===== config.mk =====
export PLATFORM = sky130hd
export DESIGN_NAME = lane_alarm_offset_trim_regs
export DESIGN_NICKNAME = d
export VERILOG_FILES = /design/src/logic/trim_regs_pkg.sv /design/src/logic/core_sample_if.sv /design/src/logic/lane_alarm.sv /design/src/logic/offset_apply.sv /design/src/logic/lane_alarm_offset_trim_regs.sv
export SDC_FILE = /design/constraint.sdc
export NUM_CORES = 1
export LEC_CHECK = 0
export BUFFER_PORTS_ARGS = -buffer_cell sky130_fd_sc_hd__buf_4
export CORE_ASPECT_RATIO = 1.1
export CORE_UTILIZATION = 25
export CTS_BUF_LIST = sky130_fd_sc_hd__clkbuf_4 sky130_fd_sc_hd__clkbuf_8
export DETAILED_ROUTE_END_ITERATION = 10
export PLACE_DENSITY_LB_ADDON = 0.12
export SLEW_MARGIN = 40
export SYNTH_ARGS = -nofsm -noshare
export SYNTH_HDL_FRONTEND = slang
export SYNTH_SLANG_ARGS = --single-unit

===== constraint.sdc =====
create_clock -name CLK_SYS_IN -period 3.7 [get_ports CLK_SYS_IN]
set_input_delay 0.74 -clock CLK_SYS_IN [delete_from_list [all_inputs] [get_ports CLK_SYS_IN]]
set_output_delay 0.74 -clock CLK_SYS_IN [all_outputs]
set_load 0.01 [all_outputs]

===== src/logic/trim_regs_pkg.sv =====
package trim_regs_pkg;

    // ------------------------------------------------------------
    // widths
    // ------------------------------------------------------------
    localparam int ADDR_W = 10;
    localparam int DATA_W = 16;
    localparam int LANE_COUNT = 8;
    localparam int TRIM_W = 12;

    typedef logic [TRIM_W-1:0] trim_t;
    typedef logic [LANE_COUNT-1:0] lane_mask_t;

    // ------------------------------------------------------------
    // register offsets (byte addresses)
    // ------------------------------------------------------------
    localparam logic [ADDR_W-1:0] LANE_ALARM_ADDR = 10'h2c4;
    localparam logic [ADDR_W-1:0] CORE0_TRIM_ADDR = 10'h330;
    localparam logic [ADDR_W-1:0] CORE1_TRIM_ADDR = 10'h332;
    localparam logic [ADDR_W-1:0] CORE2A_TRIM_ADDR = 10'h334;
    localparam logic [ADDR_W-1:0] CORE2B_TRIM_ADDR = 10'h336;

    // ------------------------------------------------------------
    // reset values and fixed patterns
    // ------------------------------------------------------------
    localparam lane_mask_t LANE_ALARM_RESET = 8'hff;
    localparam lane_mask_t LANE_NONE = 8'h00;
    localparam trim_t TRIM_RESET = 12'h000;
    localparam logic [DATA_W-1:0] READ_IDLE = 16'h0000;

    // ------------------------------------------------------------
    // calibration engine trim select codes
    // ------------------------------------------------------------
    localparam logic [1:0] CAL_SEL_CORE0 = 2'h0;
    localparam logic [1:0] CAL_SEL_CORE1 = 2'h1;
    localparam logic [1:0] CAL_SEL_CORE2A = 2'h2;
    localparam logic [1:0] CAL_SEL_CORE2B = 2'h3;

endpackage


===== src/logic/core_sample_if.sv =====
`timescale 1ns/10ps
`default_nettype none
interface core_sample_if #(
    parameter int W = 12
) (
    input wire logic clk,
    input wire logic rst
);
    logic [W-1:0] sample;
    logic sample_valid;
    logic [W-1:0] trim;
    logic [W-1:0] result;
    logic result_valid;

    modport source (
        input clk, rst, result, result_valid,
        output sample, sample_valid, trim
    );
    modport apply (
        input clk, rst, sample, sample_valid, trim,
        output result, result_valid
    );
endinterface
`default_nettype wire


===== src/logic/lane_alarm.sv =====
`timescale 1ns/10ps
`default_nettype none
module lane_alarm
    import trim_regs_pkg::*;
#(
    parameter int LANES = LANE_COUNT
) (
    input wire logic clk,
    input wire logic rst,
    input wire logic [LANES-1:0] lane_error_in,
    input wire logic [LANES-1:0] clear_in,
    output logic [LANES-1:0] alarm_out
);
    logic [LANES-1:0] alarm_reg;
    logic [LANES-1:0] alarm_next;

    // ------------------------------------------------------------
    // sticky lane flags
    // ------------------------------------------------------------
    // set beats clear
    assign alarm_next = (alarm_reg & ~clear_in) | lane_error_in;

    always_ff @(posedge clk) begin
        if (rst) begin
            alarm_reg <= LANES'(LANE_ALARM_RESET);
        end else begin
            alarm_reg <= alarm_next;
        end
    end

    assign alarm_out = alarm_reg;
endmodule
`default_nettype wire


===== src/logic/offset_apply.sv =====
`timescale 1ns/10ps
`default_nettype none
module offset_apply (
    core_sample_if.apply port
);
    logic [$bits(port.sample)-1:0] result_reg;
    logic valid_reg;
    logic [$bits(port.sample)-1:0] result_next;

    // ------------------------------------------------------------
    // unsigned offset removal
    // ------------------------------------------------------------
    // saturate at zero so a large trim cannot wrap a sample to full scale
    assign result_next = (port.sample >= port.trim) ?
                         port.sample - port.trim : '0;

    always_ff @(posedge port.clk) begin
        if (port.rst) begin
            result_reg <= '0;
            valid_reg <= 1'b0;
        end else begin
            valid_reg <= port.sample_valid;
            if (port.sample_valid) begin
                result_reg <= result_next;
            end
        end
    end

    assign port.result = result_reg;
    assign port.result_valid = valid_reg;
endmodule
`default_nettype wire


===== src/logic/lane_alarm_offset_trim_regs.sv =====
// How it works
// - eight lane alarms, set on buffer slip
// - lane alarms read all ones after reset
// - writing one clears a lane alarm
// - persisting slip sets the alarm again
// - summary clear wipes all lane alarms except lanes slipping in that cycle
// - core 0 twelve bit trim applied
// - core 1 own trim applied
// - core 2 trim follows selected input
// - second trim only for second input
// - trims load from fuse storage
// - spare cores still offset calibrated
// - masked summary alarm stays out
`timescale 1ns/10ps
`default_nettype none
module lane_alarm_offset_trim_regs
    import trim_regs_pkg::*;
#(
    parameter int LANES = LANE_COUNT
) (
    // clock and reset
    input wire logic CLK_SYS_IN,
    input wire logic RESET_IN,
    // register port
    input wire logic [ADDR_W-1:0] ADDR_IN,
    input wire logic [DATA_W-1:0] WR_DATA_IN,
    input wire logic WR_STROBE_IN,
    input wire logic RD_STROBE_IN,
    output logic [DATA_W-1:0] RD_DATA_OUT,
    // lane buffer status and summary alarm
    input wire logic [LANES-1:0] LANE_BUFFER_ERROR_IN,
    input wire logic SUMMARY_ALARM_CLEAR_IN,
    input wire logic SUMMARY_ALARM_MASK_IN,
    output logic SUMMARY_ALARM_OUT,
    output logic SUMMARY_ALARM_CONTRIB_OUT,
    // fuse storage
    input wire logic FUSE_LOAD_IN,
    input wire logic [TRIM_W-1:0] FUSE_CORE0_IN,
    input wire logic [TRIM_W-1:0] FUSE_CORE1_IN,
    input wire logic [TRIM_W-1:0] FUSE_CORE2A_IN,
    input wire logic [TRIM_W-1:0] FUSE_CORE2B_IN,
    // calibration engine
    input wire logic CAL_TRIM_WRITE_IN,
    input wire logic [1:0] CAL_TRIM_SEL_IN,
    input wire logic [TRIM_W-1:0] CAL_TRIM_DATA_IN,
    // converter core samples
    input wire logic [TRIM_W-1:0] CORE0_SAMPLE_IN,
    input wire logic CORE0_VALID_IN,
    input wire logic [TRIM_W-1:0] CORE1_SAMPLE_IN,
    input wire logic CORE1_VALID_IN,
    input wire logic [TRIM_W-1:0] CORE2_SAMPLE_IN,
    input wire logic CORE2_VALID_IN,
    input wire logic CORE2_SECOND_INPUT_IN,
    // trimmed samples
    output logic [TRIM_W-1:0] CORE0_RESULT_OUT,
    output logic CORE0_RESULT_VALID_OUT,
    output logic [TRIM_W-1:0] CORE1_RESULT_OUT,
    output logic CORE1_RESULT_VALID_OUT,
    output logic [TRIM_W-1:0] CORE2_RESULT_OUT,
    output logic CORE2_RESULT_VALID_OUT
);

    // ------------------------------------------------------------
    // address decode
    // ------------------------------------------------------------
    wire logic hit_alarm;
    wire logic hit_core0;
    wire logic hit_core1;
    wire logic hit_core2a;
    wire logic hit_core2b;
    wire logic wr_alarm;
    wire logic wr_core0;
    wire logic wr_core1;
    wire logic wr_core2a;
    wire logic wr_core2b;

    assign hit_alarm = ADDR_IN == LANE_ALARM_ADDR;
    assign hit_core0 = ADDR_IN == CORE0_TRIM_ADDR;
    assign hit_core1 = ADDR_IN == CORE1_TRIM_ADDR;
    assign hit_core2a = ADDR_IN == CORE2A_TRIM_ADDR;
    assign hit_core2b = ADDR_IN == CORE2B_TRIM_ADDR;
    assign wr_alarm = WR_STROBE_IN && hit_alarm;
    assign wr_core0 = WR_STROBE_IN && hit_core0;
    assign wr_core1 = WR_STROBE_IN && hit_core1;
    assign wr_core2a = WR_STROBE_IN && hit_core2a;
    assign wr_core2b = WR_STROBE_IN && hit_core2b;

    // ------------------------------------------------------------
    // lane buffer alarms
    // ------------------------------------------------------------
    wire logic [LANES-1:0] lane_clear;
    wire logic [LANES-1:0] lane_alarm;

    assign lane_clear =
        (wr_alarm ? WR_DATA_IN[LANES-1:0] : LANES'(LANE_NONE)) |
        (SUMMARY_ALARM_CLEAR_IN ? LANES'(LANE_ALARM_RESET)
                                : LANES'(LANE_NONE));

    lane_alarm #(
        .LANES(LANES)
    ) alarm_bits (
        .clk(CLK_SYS_IN),
        .rst(RESET_IN),
        .lane_error_in(LANE_BUFFER_ERROR_IN),
        .clear_in(lane_clear),
        .alarm_out(lane_alarm)
    );

    assign SUMMARY_ALARM_OUT = |lane_alarm;
    assign SUMMARY_ALARM_CONTRIB_OUT = SUMMARY_ALARM_OUT
                                       && !SUMMARY_ALARM_MASK_IN;

    // ------------------------------------------------------------
    // offset trim registers
    // ------------------------------------------------------------
    // fuse load wins over the calibration engine, which wins over
    // software; software is expected to stay off while calibrating
    trim_t core0_offset_value_reg;
    trim_t core1_offset_value_reg;
    trim_t core2_first_input_offset_value_reg;
    trim_t core2_second_input_offset_value_reg;
    trim_t core0_offset_value_next;
    trim_t core1_offset_value_next;
    trim_t core2a_next;
    trim_t core2b_next;
    wire logic cal_core0;
    wire logic cal_core1;
    wire logic cal_core2a;
    wire logic cal_core2b;
    wire trim_t sw_trim;

    assign cal_core0 = CAL_TRIM_WRITE_IN && CAL_TRIM_SEL_IN == CAL_SEL_CORE0;
    assign cal_core1 = CAL_TRIM_WRITE_IN && CAL_TRIM_SEL_IN == CAL_SEL_CORE1;
    assign cal_core2a = CAL_TRIM_WRITE_IN
                        && CAL_TRIM_SEL_IN == CAL_SEL_CORE2A;
    assign cal_core2b = CAL_TRIM_WRITE_IN
                        && CAL_TRIM_SEL_IN == CAL_SEL_CORE2B;
    assign sw_trim = WR_DATA_IN[TRIM_W-1:0];

    assign core0_offset_value_next =
        FUSE_LOAD_IN ? FUSE_CORE0_IN :
        cal_core0 ? CAL_TRIM_DATA_IN :
        wr_core0 ? sw_trim : core0_offset_value_reg;
    assign core1_offset_value_next =
        FUSE_LOAD_IN ? FUSE_CORE1_IN :
        cal_core1 ? CAL_TRIM_DATA_IN :
        wr_core1 ? sw_trim : core1_offset_value_reg;
    assign core2a_next =
        FUSE_LOAD_IN ? FUSE_CORE2A_IN :
        cal_core2a ? CAL_TRIM_DATA_IN :
        wr_core2a ? sw_trim : core2_first_input_offset_value_reg;
    assign core2b_next =
        FUSE_LOAD_IN ? FUSE_CORE2B_IN :
        cal_core2b ? CAL_TRIM_DATA_IN :
        wr_core2b ? sw_trim : core2_second_input_offset_value_reg;

    always_ff @(posedge CLK_SYS_IN) begin
        if (RESET_IN) begin
            core0_offset_value_reg <= TRIM_RESET;
            core1_offset_value_reg <= TRIM_RESET;
            core2_first_input_offset_value_reg <= TRIM_RESET;
            core2_second_input_offset_value_reg <= TRIM_RESET;
        end else begin
            core0_offset_value_reg <= core0_offset_value_next;
            core1_offset_value_reg <= core1_offset_value_next;
            core2_first_input_offset_value_reg <= core2a_next;
            core2_second_input_offset_value_reg <= core2b_next;
        end
    end

    // ------------------------------------------------------------
    // read path
    // ------------------------------------------------------------
    wire logic [DATA_W-1:0] read_mux;
    logic [DATA_W-1:0] rd_data_reg;

    assign read_mux =
        hit_alarm ? DATA_W'(lane_alarm) :
        hit_core0 ? DATA_W'(core0_offset_value_reg) :
        hit_core1 ? DATA_W'(core1_offset_value_reg) :
        hit_core2a ? DATA_W'(core2_first_input_offset_value_reg) :
        hit_core2b ? DATA_W'(core2_second_input_offset_value_reg) :
        READ_IDLE;

    always_ff @(posedge CLK_SYS_IN) begin
        if (RESET_IN) begin
            rd_data_reg <= READ_IDLE;
        end else begin
            rd_data_reg <= RD_STROBE_IN ? read_mux : READ_IDLE;
        end
    end

    assign RD_DATA_OUT = rd_data_reg;

    // ------------------------------------------------------------
    // trim application per core
    // ------------------------------------------------------------
    core_sample_if #(.W(TRIM_W)) core0_bus (
        .clk(CLK_SYS_IN),
        .rst(RESET_IN)
    );
    core_sample_if #(.W(TRIM_W)) core1_bus (
        .clk(CLK_SYS_IN),
        .rst(RESET_IN)
    );
    core_sample_if #(.W(TRIM_W)) core2_bus (
        .clk(CLK_SYS_IN),
        .rst(RESET_IN)
    );

    assign core0_bus.sample = CORE0_SAMPLE_IN;
    assign core0_bus.sample_valid = CORE0_VALID_IN;
    assign core0_bus.trim = core0_offset_value_reg;
    assign core1_bus.sample = CORE1_SAMPLE_IN;
    assign core1_bus.sample_valid = CORE1_VALID_IN;
    assign core1_bus.trim = core1_offset_value_reg;
    assign core2_bus.sample = CORE2_SAMPLE_IN;
    assign core2_bus.sample_valid = CORE2_VALID_IN;
    assign core2_bus.trim = CORE2_SECOND_INPUT_IN ?
                            core2_second_input_offset_value_reg :
                            core2_first_input_offset_value_reg;

    offset_apply core0_apply (
        .port(core0_bus)
    );
    offset_apply core1_apply (
        .port(core1_bus)
    );
    offset_apply core2_apply (
        .port(core2_bus)
    );

    assign CORE0_RESULT_OUT = core0_bus.result;
    assign CORE0_RESULT_VALID_OUT = core0_bus.result_valid;
    assign CORE1_RESULT_OUT = core1_bus.result;
    assign CORE1_RESULT_VALID_OUT = core1_bus.result_valid;
    assign CORE2_RESULT_OUT = core2_bus.result;
    assign CORE2_RESULT_VALID_OUT = core2_bus.result_valid;
endmodule
`default_nettype wire


**Word-level counts from Yosys, hierarchy flattened**

Cells that the tools add are included.

- Flip-flop bits (word level): 111
- Input port bits: 144
- Logic and storage cells: 76

- Add/subtract/negate cells: 3
- Muxes and demuxes: 23
- Reductions and logical operators: 20
- Bitwise operators: 5
- Equal/unequal tests: 8
- Magnitude comparators: 3

Operators with widths:

| kind | number |
|---|---|
| $mux W12 | 20 |
| $eq A10 B10 Y1 const B | 5 |
| $ge A12 B12 Y1 | 3 |
| $sub A12 B12 Y12 | 3 |
| $mux W8 | 3 |
| $or A8 B8 Y8 | 2 |
| $reduce_bool A3 Y1 | 4 |
| $logic_and A1 B1 Y1 | 10 |
| $and A8 B8 Y8 | 1 |
| $not A8 Y8 | 1 |
| $reduce_or A8 Y1 | 1 |
| $reduce_or A6 Y1 | 1 |
| $eq A2 B2 Y1 const B | 2 |
| $reduce_or A3 Y1 | 1 |
| $eq A2 B1 Y1 const B | 1 |
| $logic_not A2 Y1 | 1 |
| $reduce_or A2 Y1 | 1 |
| $logic_not A1 Y1 | 1 |
| $not A1 Y1 | 1 |

**Longest topological paths before layout**

Gate-level depths: netlist of the first run.

- Word-level depth: 7
- Mapped depth: 11
- Gate-level depth less buffers: 10

**Modules after synthesis**

Synthesis of the first run repeated with hierarchy kept, for this count alone.

- Cells, all modules: 919
- Area, all modules: 7513.5 um2

By module, submodules not included:

| module | area each (um2) | times used | sequential area each (um2) | cells an instance |
|---|---|---|---|---|
| lane_alarm_offset_trim_regs | 3669.8 | 1 | 1201.2 | 436 |
| offset_apply | 1189.9 | 3 | 260.2 | 150 |
| lane_alarm | 274.0 | 1 | 160.2 | 33 |

**Worst setup path before layout of the first run**

OpenSTA, ideal clock, no wires.

- Kind: input to register
- From: input port CORE2_SECOND_INPUT_IN
- To: register core2_apply.result_reg[9] (netlist: core2_apply.port.result[9])
- Cell stages on the path: 9
- Path slack: 0.701 ns
- Data arrival time: 2.877 ns
- Cells stage by stage: buf_1 mux2i_1 ha_1 a21oi_1 o21ai_1 o21ai_0 nor2_4 o2111a_1 a311o_1

- Longest elaborated chain between the ends: 3
- Elaborated cells on any way between the ends: 4
- Those cells by class: add/sub: 1; order compare: 1; mux: 2

RTL lines:

| what | RTL line | source |
|---|---|---|
| from (decl) | lane_alarm_offset_trim_regs.sv:53 | `input wire logic CORE2_SECOND_INPUT_IN,` |
| $mux W12 * | lane_alarm_offset_trim_regs.sv:219 | `assign core2_bus.trim = CORE2_SECOND_INPUT_IN ?` |
| $sub A12 B12 Y12 or $ge A12 B12 Y1 (tied branches) | offset_apply.sv:15, offset_apply.sv:14 |  |
| $mux W12 * | offset_apply.sv:14 | `assign result_next = (port.sample >= port.trim) ?` |
| to (signal assigned) | offset_apply.sv:24 | `result_reg <= result_next;` |
| to (decl) | offset_apply.sv:6 | `logic [$bits(port.sample)-1:0] result_reg;` |

Mark *: on every way between the ends. The rest lies on a longest branch, timed or not.
A chain may end at the register's enable or synchronous reset.

**Worst setup path in the final report of the first run**

Same ends and word-level chain as after synthesis.

==> results of run 1 <==
==> worst max-delay path, stage by stage <==
cell      delay, ns
buf_4          0.18
mux2_2         0.28
ha_1           0.17
inv_1          0.06
fa_1           0.42
nand3_1        0.13
nand3_1        0.11
a211oi_2       0.43
nor2_4         0.14
o2111a_1       0.15
a311o_1        0.31
==> worst min path at each step <==
stage | start | endpoint | slack [ns]
floorplan | core2_second_input_offset_value_reg[10]$_SDFFE_PP0P_ | RD_DATA_OUT[10]$_SDFF_PP0_ | 0.44
detailed placement | core0_apply.port.result[5]$_SDFFE_PP0P_ | core0_apply.port.result[5]$_SDFFE_PP0P_ | 0.46
global placement | core0_apply.port.result[5]$_SDFFE_PP0P_ | core0_apply.port.result[5]$_SDFFE_PP0P_ | 0.45
global route | core2_apply.port.result[0]$_SDFFE_PP0P_ | core2_apply.port.result[0]$_SDFFE_PP0P_ | 0.49
finish | core0_apply.port.result[5]$_SDFFE_PP0P_ | core0_apply.port.result[5]$_SDFFE_PP0P_ | 0.47
CTS | core0_apply.port.result[5]$_SDFFE_PP0P_ | core0_apply.port.result[5]$_SDFFE_PP0P_ | 0.48
==> metrics by stage <==
step / instances / cell area (um2) / setup WS [ns] / total power, mW
6_report: 1375 / 8985 / 0.8595 / 3.051
5_1_grt: 1375 / 8985 / 0.7363 / 3.233
4_1_cts: 1375 / 8985 / 0.8748 / 3.094
3_5_place_dp: 1359 / 8768 / 0.4606 / 2.270
3_3_place_gp: 1359 / 8768 / 0.5085 / 2.267
2_1_floorplan: 842 / 6997 / 0.7012 / 1.888
==> report_power, final <==
part	leakage [nW]	internal (mW)	total [mW]	switching, mW
combinational	3.07	0.432	0.937	0.506
sequential	0.878	1.23	1.30	0.0643
clock	0.111	0.361	0.816	0.455
total	4.05	2.03	3.05	1.03
==> cell usage after synthesis (all sizes together) (3+ instances only) <==
master	n	share of area [%]
a22oi	18	1.9
nor4	3	0.48
or3	6	0.54
a222oi	12	1.7
a21boi	3	0.32
clkbuf	28	1.5
nor2b	10	0.90
a211o	3	0.39
a21oi	56	4.1
xnor2	5	0.63
nand2b	9	0.81
fa	3	0.86
o32ai	4	0.61
ha	37	6.6
xor2	10	1.3
nor3b	3	0.47
o41ai	3	0.48
a211oi	5	0.68
buf	19	1.8
a311o	9	1.3
a21o	9	0.97
o21ai	69	4.9
o21a	11	1.2
nor2	84	4.6
mux2i	109	16
and3	3	0.27
a32oi	3	0.38
inv	46	2.5
nand4	6	0.54
nand3	16	1.1
dfxtp	107	31
nor3	11	1.0
nand2	87	4.7
nand3b	4	0.43
==> layout make-up <==
class	instances	area [um2]	area share, %
multi-input cells	642	4453	49.56
flip-flops and latches	107	2142	23.84
repair buffers	207	1554	17.30
well taps	357	446.7	4.971
inverters	46	172.7	1.922
clock buffers	11	151.4	1.685
clock inverters	5	65.06	0.7241
==> routing by layer <==
| metal | track usage [%] | up-vias | part of all wire [%] |
|---|---|---|---|
| met2 | 31.34 | 166 | 50 |
| met4 | 4.127 | 0 | 0.80 |
| met1 | 22.14 | 3162 | 45 |
| met3 | 2.103 | 12 | 3.8 |
| met5 | 0 | - | 0 |
| li1 | - | 3374 | - |
==> logic make-up after synthesis <==
family                   count (synthesis)
XOR/XNOR                                15
multiplexers                           110
buffers and inverters                   93
adder cells (fa/ha/maj)                 40
AO/OA/AOI/OAI                          222
AND/OR/NAND/NOR                        251
flip-flops                             107
other                                    1
==> summary.md, run 1 <==
| Metric | Value |
|---|---|
| H-tree Lvls | 3 |
| Distinct cells, synth | around 70 |
| Critical Path End | core2_apply.port.result[9]$_SDFFE_PP0P_ |
| Proportion of synthesized area in mux cells | 15.78% |
| Leading cell types in the layout, fill and taps excluded | buf_4 (207), mux2i_1 (109), dfxtp_1 (107), nand2_1 (86), nor2_1 (83) |
| Clock root buffer master | clkbuf_8 |
| Register area share after synthesis | a little under a third |
| Number of global-route vias before repair | 6517 |
| Crit-path max FO | 12 |
| DR DRC count | 0 |
| # port buffers | roughly 190 |
| YS warnings | 0 |
| Antenna cells | 0 |
| Post-route ant nets | 0 |
| Relative slew slack | 46.62% |
| Top FF cell, synth | dfxtp_1 |
| Final Util | 33.04% |
| Seq cells post-synth | ~110 |
| Io pins | 201 |
| Synth Area in Compound Gates | between 20% and 30% |
| Synth Instances | 839 |
| Worst VDD drop | around 0.13 mV |
| Setup Crit Path Kind | in2reg |
| Status | finished clean |
| Worst Skew | about 0.024 ns |
| Num CTS Buffers | 9 |
| Final hold vios | 0 |
| Period utilization | around 77% |
| Post-synth EDFFs | 0 |
| Nets | ~1.2k |
| Die Span Y | 177.3 um |
| Starting Density | between 20 and 30% |
| FF-to-FF path depth | 10 |
| Dpl hpwl | between 20 and 25 mm |
| Worst setup SP type | input port |
| Gpl congestion | around 0.8 |
| Die area | 0.02862 mm2 |
| Initial DRC count | 330 |
| Clock-pin slew on the worst setup and hold paths | 0.11 ns |
| Die width | about 160 um |
| Core box area | ~0.027 mm2 |
| Crit path time final | approximately 2.8 ns |
| CP Capture Type | flip-flop |
| Clock sink total | roughly 110 |
| Via density | between 4 and 5 |
| Min Hold Slack | roughly 0.47 ns |
| Post-CTS Setup Inserts | 0 |
| CP arrival | 3.12 ns |
| Post-Route WL | ~26 mm |
| Reg-to-reg endpoint | core2_apply.port.result[9]$_SDFFE_PP0P_ |
| Post-cts resize count | 0 |
| Max Clk Rate | between 0.3 and 0.4 GHz |
| Main combinational cell family by area after synthesis | compound AO/OA/AOI/OAI gates |
| Static leakage | 4.055 nW |
| Detailed Routing Iterations Pass 1 | 5 |
| Endpoints failing setup | 0 |
| Setup slack, reg-to-reg | 1.05 ns |
| Share of cells above drive strength 1 | a little under a quarter |
| Clk buf depth | 2 |
| Final TNS setup | 0 ns |
| Routed len/inst | between 15 and 20 um |
| Total power divided by cell area | about 340 mW/mm2 |
| Area grow syn2layout | 28.62% |
| Synthesized cell area | about 0.0070 mm2 |
| CTS tree | yes |
| Asr flop ratio synth | 0% |
| Final Max Slew Viols | 0 |
| Global-route wire length before repair | around 38 mm |
| Adder-cell area share of the yosys netlist | 7.487% |
| RSZ-0062 raised after global routing | false |
| Synthesized-area fraction occupied by xor and xnor cells | 1.881% |
| Largest net degree at the start of global routing | 60 |
| Hold_buf cts | 0 |
| Simple-Gate Fraction of Synth Area | between 10% and 20% |
| Hold Path Depth | 2 |
| Worst-margin pin slew | ~0.8 ns |
| MaxCap Viol Count | 0 |
| Via count | 6714 |
| Initial antenna violation count | 0 |
| Commonest non-fill, non-tap cell in the layout | buf_4 |
| Hold Path Class | reg2reg |
| Clk_lat worst skew | approximately 0.4 ns |
| FF-to-FF Start | core2_first_input_offset_value_reg[0]$_SDFFE_PP0P_ |
| Grt ovf | 0 |
| Mean Syn Cell Area | roughly 8.3 um2 |
| Filler cells | 2987 |
| GRT Util Overall | 17.48% |
| Row count | 63 |
| Required time worst endpoint | 3.97 ns |
| Setup crit start | CORE2_SECOND_INPUT_IN |
Power figures use the tool's default switching activity.
==> run 2, diff against run 1 <==
==> constraint.sdc (replaced) <==
create_clock -name CLK_SYS_IN -period 2.8 [get_ports CLK_SYS_IN]
set_input_delay 0.56 -clock CLK_SYS_IN [delete_from_list [all_inputs] [get_ports CLK_SYS_IN]]
set_output_delay 0.56 -clock CLK_SYS_IN [all_outputs]
set_load 0.01 [all_outputs]
==> run 2 against run 1 <==
  * Highest routed layer unchanged
  * Via count increased by 1.2%
  * Sequential share of layout area down 0.35 points
  * Non-clock buffer count is 18 higher
==> summary.md, run 2 (synthesis gave the netlist of run 1 again) <==
| Metric | Value |
|---|---|
| Status | finished clean |
| CP arrival | 2.72 ns (-0.40 ns) |
| Comb pwr share | 31.7% (+1.0 points) |
| Required time worst endpoint | 3.08 ns (-0.89 ns) |
| Hold_buf cts | 0 (unchanged) |
| Die Span Y | 177.3 um (unchanged) |
| Clock sink total | 107 (unchanged) |
| CP Capture Type | flip-flop |
| Worst Skew | 0.01698 ns (-0.006795 ns) |
| CTS tree | yes |
| Final hold vios | 0 (unchanged) |
| Critical path, cell by cell | mux2_2, ha_1, inv_1, fa_1, nand3_1, nand3_1, a211oi_2, nor2_4, o2111a_1, a311o_1 |
| Nets | 1215 (+1.5%) |
| Hold Path Class | in2reg |
| Total power divided by cell area | 440.2 mW/mm2 (+30%) |
| Crit path time final | between 2 and 2.5 ns |
| Tot Pwr | 4.014 mW (+32%) |
| Gpl congestion | 0.8209 (+2.3%) |
| Final Max Slew Viols | 0 (unchanged) |
| Setup Crit Path Kind | reg2reg |
| Worst setup SP type | flip-flop |
| Clock-pin slew on the worst setup and hold paths | 0.12 ns (about the same) |
| Portion of total power attributed to sequential cells | 42.9% (+0.4 points) |
| Clock Power Share | 25.4% (-1.3 points) |
| Grt ovf | 0 (unchanged) |
| Share of cells above drive strength 1 | 25.10% (+1.3 points) |
| Starting Density | 25.69% (unchanged) |
| Max Clk Rate | between 0.4 and 0.5 GHz |
| Dpl hpwl | 20.48 mm (+1.8%) |
| Most common cell on crit path | nand3_1 |
| Global-route wire length before repair | 38.01 mm (+0.77%) |
| Routed len/inst | 18.47 um (-0.41%) |
| DR DRC count | 0 (unchanged) |
| Area grow syn2layout | 30.52% |
| Worst-margin pin slew | 0.6813 ns (-0.1171 ns) |
| Internal power | 2.653 mW (+31%) |
| Static leakage | 4.136 nW (+2.0%) |
| Core box area | 0.02719 mm2 (unchanged) |
| Initial antenna violation count | 0 (unchanged) |
| Relative slew slack | 54.58% (+8.0 points) |
| # port buffers | 192 (unchanged) |
| Post-CTS Setup Inserts | 0 (unchanged) |
| Via density | 4.879 (about the same) |
| Endpoints failing setup | 0 (unchanged) |
| Period utilization | between 80 and 90% |
| Io pins | 201 (unchanged) |
| Switch share | 33.91% (+0.30 points) |
| Post-cts resize count | 0 (unchanged) |
| Post-Route WL | 25.73 mm (+0.89%) |
| RSZ-0062 raised after global routing | false |
| Clock root buffer master | clkbuf_8 |
| Detailed Routing Iterations Pass 1 | 6 (+1) |
| Num CTS Buffers | 9 (unchanged) |
| Critical-path top delay cell | dfxtp_1 |
| Crit-path max FO | 3 (-9) |
| Post-route ant nets | 0 (unchanged) |
| GRT Util Overall | 17.52% (+0.044 points) |
| Post-route design area | 0.009117 mm2 (+1.5%) |
| Antenna cells | 0 (unchanged) |
| Slowest Stage Delay on Critical Path | 0.42 ns (about the same) |
| Switch Pwr | 1.361 mW (+33%) |
| Area after DPL | 0.008916 mm2 (+1.7%) |
| Clk buf depth | 2 (unchanged) |
| Number of global-route vias before repair | 6597 (+1.2%) |
| Largest net degree at the start of global routing | 82 (+37%) |
| H-tree Lvls | 3 (unchanged) |
| Via count | 6797 (+1.2%) |
| Clk_lat worst skew | 0.39 ns (about the same) |
| Row count | 63 (unchanged) |
| MaxCap Viol Count | 0 (unchanged) |
| Initial DRC count | 381 (+15%) |
| Die width | 161.4 um (unchanged) |
| Leading cell types in the layout, fill and taps excluded | buf_4 (224), mux2i_1 (109), dfxtp_1 (107), nand2_1 (86), nor2_1 (83) |
| Worst VDD drop | 0.2046 mV (+54%) |
| Die area | 0.02862 mm2 (unchanged) |
| Commonest non-fill, non-tap cell in the layout | buf_4 |
run 2: cell count changes in the layout (fill, tap and decap cells not counted):
cell / previous run / this run
inv_6: 4 / 1
clkinvlp_4: 0 / 1
clkbuf_8: 11 / 9
clkinv_4: 0 / 3
buf_4: 207 / 224
clkinv_2: 0 / 1
buf_12: 0 / 1
run 2: through the flow:
| stage | cells | hold WS, ns | setup TNS [ns] | worst slack, ns | utilization, % |
|---|---|---|---|---|---|
| 2_1_floorplan | 842 | 0.4419 | 0 | 0.2110 | - |
| 3_3_place_gp | 1377 | 0.4533 | 0 | 0.007517 | 32.79 |
| 3_5_place_dp | 1377 | 0.4572 | -0.004594 | -0.004594 | 32.79 |
| 4_1_cts | 1393 | 0.3270 | 0 | 0.3262 | 33.53 |
| 5_1_grt | 1393 | 0.3238 | 0 | 0.2080 | 33.53 |
| 6_report | 1393 | 0.3511 | 0 | 0.3629 | 33.53 |
run 2: cell type report:
cell class                      instances  area, um2
Sequential cell                       107       2142
Tap cell                              357      446.7
Fill cell                            2954      18080
Clock buffer                            9      123.9
Inverter                               46      172.7
Multi-Input combinational cell        642       4453
Timing Repair Buffer                  225       1702
Clock inverter                          7      77.57
run 2: final timing paths:
kind / start / end / slack [ns] / cells after the start
setup / recovery: core2_first_input_offset_value_reg[0]$_SDFFE_PP0P_ / core2_apply.port.result[9]$_SDFFE_PP0P_ / 0.36 / 10
hold / removal: LANE_BUFFER_ERROR_IN[4] / alarm_bits.alarm_out[4]$_SDFF_PP1_ / 0.35 / 2
setup reg to reg: core2_first_input_offset_value_reg[0]$_SDFFE_PP0P_ / core2_apply.port.result[9]$_SDFFE_PP0P_ / 0.36 / 10
hold reg to reg: core0_apply.port.result[5]$_SDFFE_PP0P_ / core0_apply.port.result[5]$_SDFFE_PP0P_ / 0.47 / 2
run 2: power groups by stage:
stage                     registers, mW  clock network [mW]  logic, mW
after floorplan                    1.74                   0      0.754
after global placement             1.76                   0       1.28
after detailed placement           1.76                   0       1.28
after CTS                          1.72                1.06       1.29
after global routing               1.73                1.13       1.40
final                              1.72                1.02       1.27
run 2: routing by layer:
| layer | vias up | GRT usage (%) | wire length (um) |
|---|---|---|---|
| li1 | 3406 | - | - |
| met1 | 3198 | 22.60 | 11500 |
| met2 | 177 | 30.41 | 12850 |
| met3 | 16 | 2.617 | 1107 |
| met4 | 0 | 4.363 | 278 |
| met5 | - | 0 | 0 |
run 2: worst max-delay path: cells and delay by family, from the launching register on:
family,cells,cell delay (ns)
AOI/OAI and AO/OA,3,0.79
adders and majority gates,2,0.57
buffers and inverters,1,0.06
DFF,1,0.42
muxes,1,0.20
and+or+nand+nor,3,0.31
==> run 3, diff against run 2 <==
==> constraint.sdc (replaced) <==
create_clock -name CLK_SYS_IN -period 2.35 [get_ports CLK_SYS_IN]
set_input_delay 0.47 -clock CLK_SYS_IN [delete_from_list [all_inputs] [get_ports CLK_SYS_IN]]
set_output_delay 0.47 -clock CLK_SYS_IN [all_outputs]
set_load 0.01 [all_outputs]
==> run 3 against run 2 <==
  * First-iteration DRC count up 23%
  * Total power increased by 24%
  * Sequential power is 19% higher
  * Die area stayed put
  * Largest power group unchanged
==> summary.md, run 3 (synthesis gave the netlist of run 1 again) <==
| Metric | Value |
|---|---|
| Status | finished clean |
| Min Hold Slack | 0.2676 ns (-0.08354 ns) |
| Dpl hpwl | 20.90 mm (+2.1%) |
| Static leakage | 4.478 nW (+8.3%) |
| Clock sink total | 107 (unchanged) |
| Top routing layer used | met4 |
| Global-route wire length before repair | 39.03 mm (+2.7%) |
| RSZ-0062 raised after global routing | true |
| Commonest non-fill, non-tap cell in the layout | buf_4 |
| Via density | 4.805 (-1.5%) |
| Post-Layout Cell Count | 1458 (+4.7%) |
| Antenna cells | 0 (unchanged) |
| Filler cells | 2961 (+0.24%) |
| Final hold vios | 0 (unchanged) |
| Row count | 63 (unchanged) |
| Initial antenna violation count | 0 (unchanged) |
| Hold_buf cts | 0 (unchanged) |
| Num CTS Buffers | 9 (unchanged) |
| MaxCap Viol Count | 0 (unchanged) |
| Initial DRC count | 470 (+23%) |
| Via count | 7005 (+3.1%) |
| Final Util | 35.78% (+2.2 points) |
| DR DRC count | 0 (unchanged) |
| Period utilization | 97.91% (+11 points) |
| Starting Density | 25.69% (unchanged) |
| Area after DPL | 0.009460 mm2 (+6.1%) |
| Worst Skew | 0.01497 ns (-0.002005 ns) |
| Detailed Routing Iterations Pass 1 | 5 (-1) |
| Routed len/inst | 17.95 um (-2.8%) |
| # port buffers | 192 (unchanged) |
| Endpoints failing setup | 0 (unchanged) |
| Io pins | 201 (unchanged) |
| Hold Path Class | in2reg |
| Die width | 161.4 um (unchanged) |
| Grt ovf | 0 (unchanged) |
| Post-route design area | 0.009729 mm2 (+6.7%) |
| Largest net degree at the start of global routing | 61 (-26%) |
| Relative slew slack | 56.69% (+2.1 points) |
| Area grow syn2layout | 39.28% |
| Leading cell types in the layout, fill and taps excluded | buf_4 (288), mux2i_1 (109), dfxtp_1 (102), nand2_1 (86), nor2_1 (83) |
| GRT Util Overall | 18.02% (+0.49 points) |
| Die area | 0.02862 mm2 (unchanged) |
| Post-Route WL | 26.18 mm (+1.7%) |
| Clk buf depth | 2 (unchanged) |
| Crit path time final | 2.301 ns (-0.1361 ns) |
| Gpl congestion | 0.8482 (+3.3%) |
| Worst setup SP type | flip-flop |
| Clock-pin slew on the worst setup and hold paths | 0.11 ns (about the same) |
| Met2 routed WL | 13.62 mm (+6.0%) |
| Number of global-route vias before repair | 6992 (+6.0%) |
| Post-Place Cells | 1443 (+4.8%) |
| Share of cells above drive strength 1 | 31.24% (+6.1 points) |
| Setup Crit Path Kind | reg2reg |
| Crit-path max FO | 5 (+2) |
| Clk_lat worst skew | 0.39 ns (about the same) |
| CP arrival | 2.60 ns (-0.12 ns) |
| Post-route ant nets | 0 (unchanged) |
| Worst VDD drop | 0.1789 mV (-13%) |
| Clock root buffer master | clkbuf_8 |
| CP Capture Type | flip-flop |
| CTS tree | yes |
| H-tree Lvls | 3 (unchanged) |
| Worst-margin pin slew | 0.6497 ns (-0.03161 ns) |
| Met3 wire length | 897 um (-19%) |
| Total power divided by cell area | 512.9 mW/mm2 (+17%) |
| M1 WL | 11.30 mm (-1.7%) |
| Nets | 1282 (+5.5%) |
| Required time worst endpoint | 2.65 ns (-0.43 ns) |
| Die Span Y | 177.3 um (unchanged) |
| Final Max Slew Viols | 0 (unchanged) |
| Max Clk Rate | 0.4346 GHz (+5.9%) |
| Core box area | 0.02719 mm2 (unchanged) |
run 3: repair_timing:
item	4_1_cts	5_1_grt
endpoints found under the setup margin	3	29
gates cloned	1	0
resized for setup	2	19
pin swaps	3	11
buffers inserted	0	0
run 3: stage by stage:
stage | setup TNS, ns | total power, mW | setup slack [ns]
2_1_floorplan | 0 | 2.986 | 0.02836
6_report | 0 | 4.990 | 0.04902
5_1_grt | -0.1632 | 5.282 | -0.03495
4_1_cts | 0 | 5.019 | 0.009574
3_3_place_gp | -3.990 | 3.797 | -0.2570
3_5_place_dp | -4.615 | 3.800 | -0.2692
run 3: critical path, stage by stage (launching register included):
cell	delay, ns
dfxtp_1	0.39
inv_1	0.06
ha_1	0.36
nand3_2	0.14
a311oi_4	0.37
a2111oi_4	0.13
nor3_4	0.37
nand2_2	0.15
o32ai_1	0.25
run 3: per-layer routing:
| metal | GRT usage (%) | vias to the layer above |
|---|---|---|
| met2 | 33.32 | 153 |
| li1 | - | 3534 |
| met5 | 0 | - |
| met4 | 5.031 | 0 |
| met3 | 2.057 | 17 |
| met1 | 21.80 | 3301 |
run 3: path summary, 6_finish.rpt:
| kind | start | endpoint | slack [ns] | cells after the start |
|---|---|---|---|---|
| worst max-delay path | core0_bus.trim[3]$_SDFFE_PP0P_ | core0_apply.port.result[10]$_SDFFE_PP0P_ | 0.05 | 8 |
| worst min-delay path | LANE_BUFFER_ERROR_IN[2] | alarm_bits.alarm_out[2]$_SDFF_PP1_ | 0.27 | 2 |
| worst max register to register | core0_bus.trim[3]$_SDFFE_PP0P_ | core0_apply.port.result[10]$_SDFFE_PP0P_ | 0.05 | 8 |
| worst min register to register | core0_apply.port.result[5]$_SDFFE_PP0P_ | core0_apply.port.result[5]$_SDFFE_PP0P_ | 0.47 | 2 |
run 3: power breakdown:
part           internal [mW]  switching, mW
clock network          0.493          0.722
logic                  0.867          0.863
registers               1.94          0.103
total                   3.30           1.69
run 3: cell type report:
cell class | instances | area (um2) | area share (%)
Clock inverter | 5 | 62.56 | 0.6430
Tap cell | 357 | 446.7 | 4.591
Timing Repair Buffer | 291 | 2222 | 22.84
Sequential cell | 107 | 2151 | 22.11
Inverter | 46 | 172.7 | 1.775
Clock buffer | 9 | 123.9 | 1.273
Multi-Input combinational cell | 643 | 4551 | 46.77
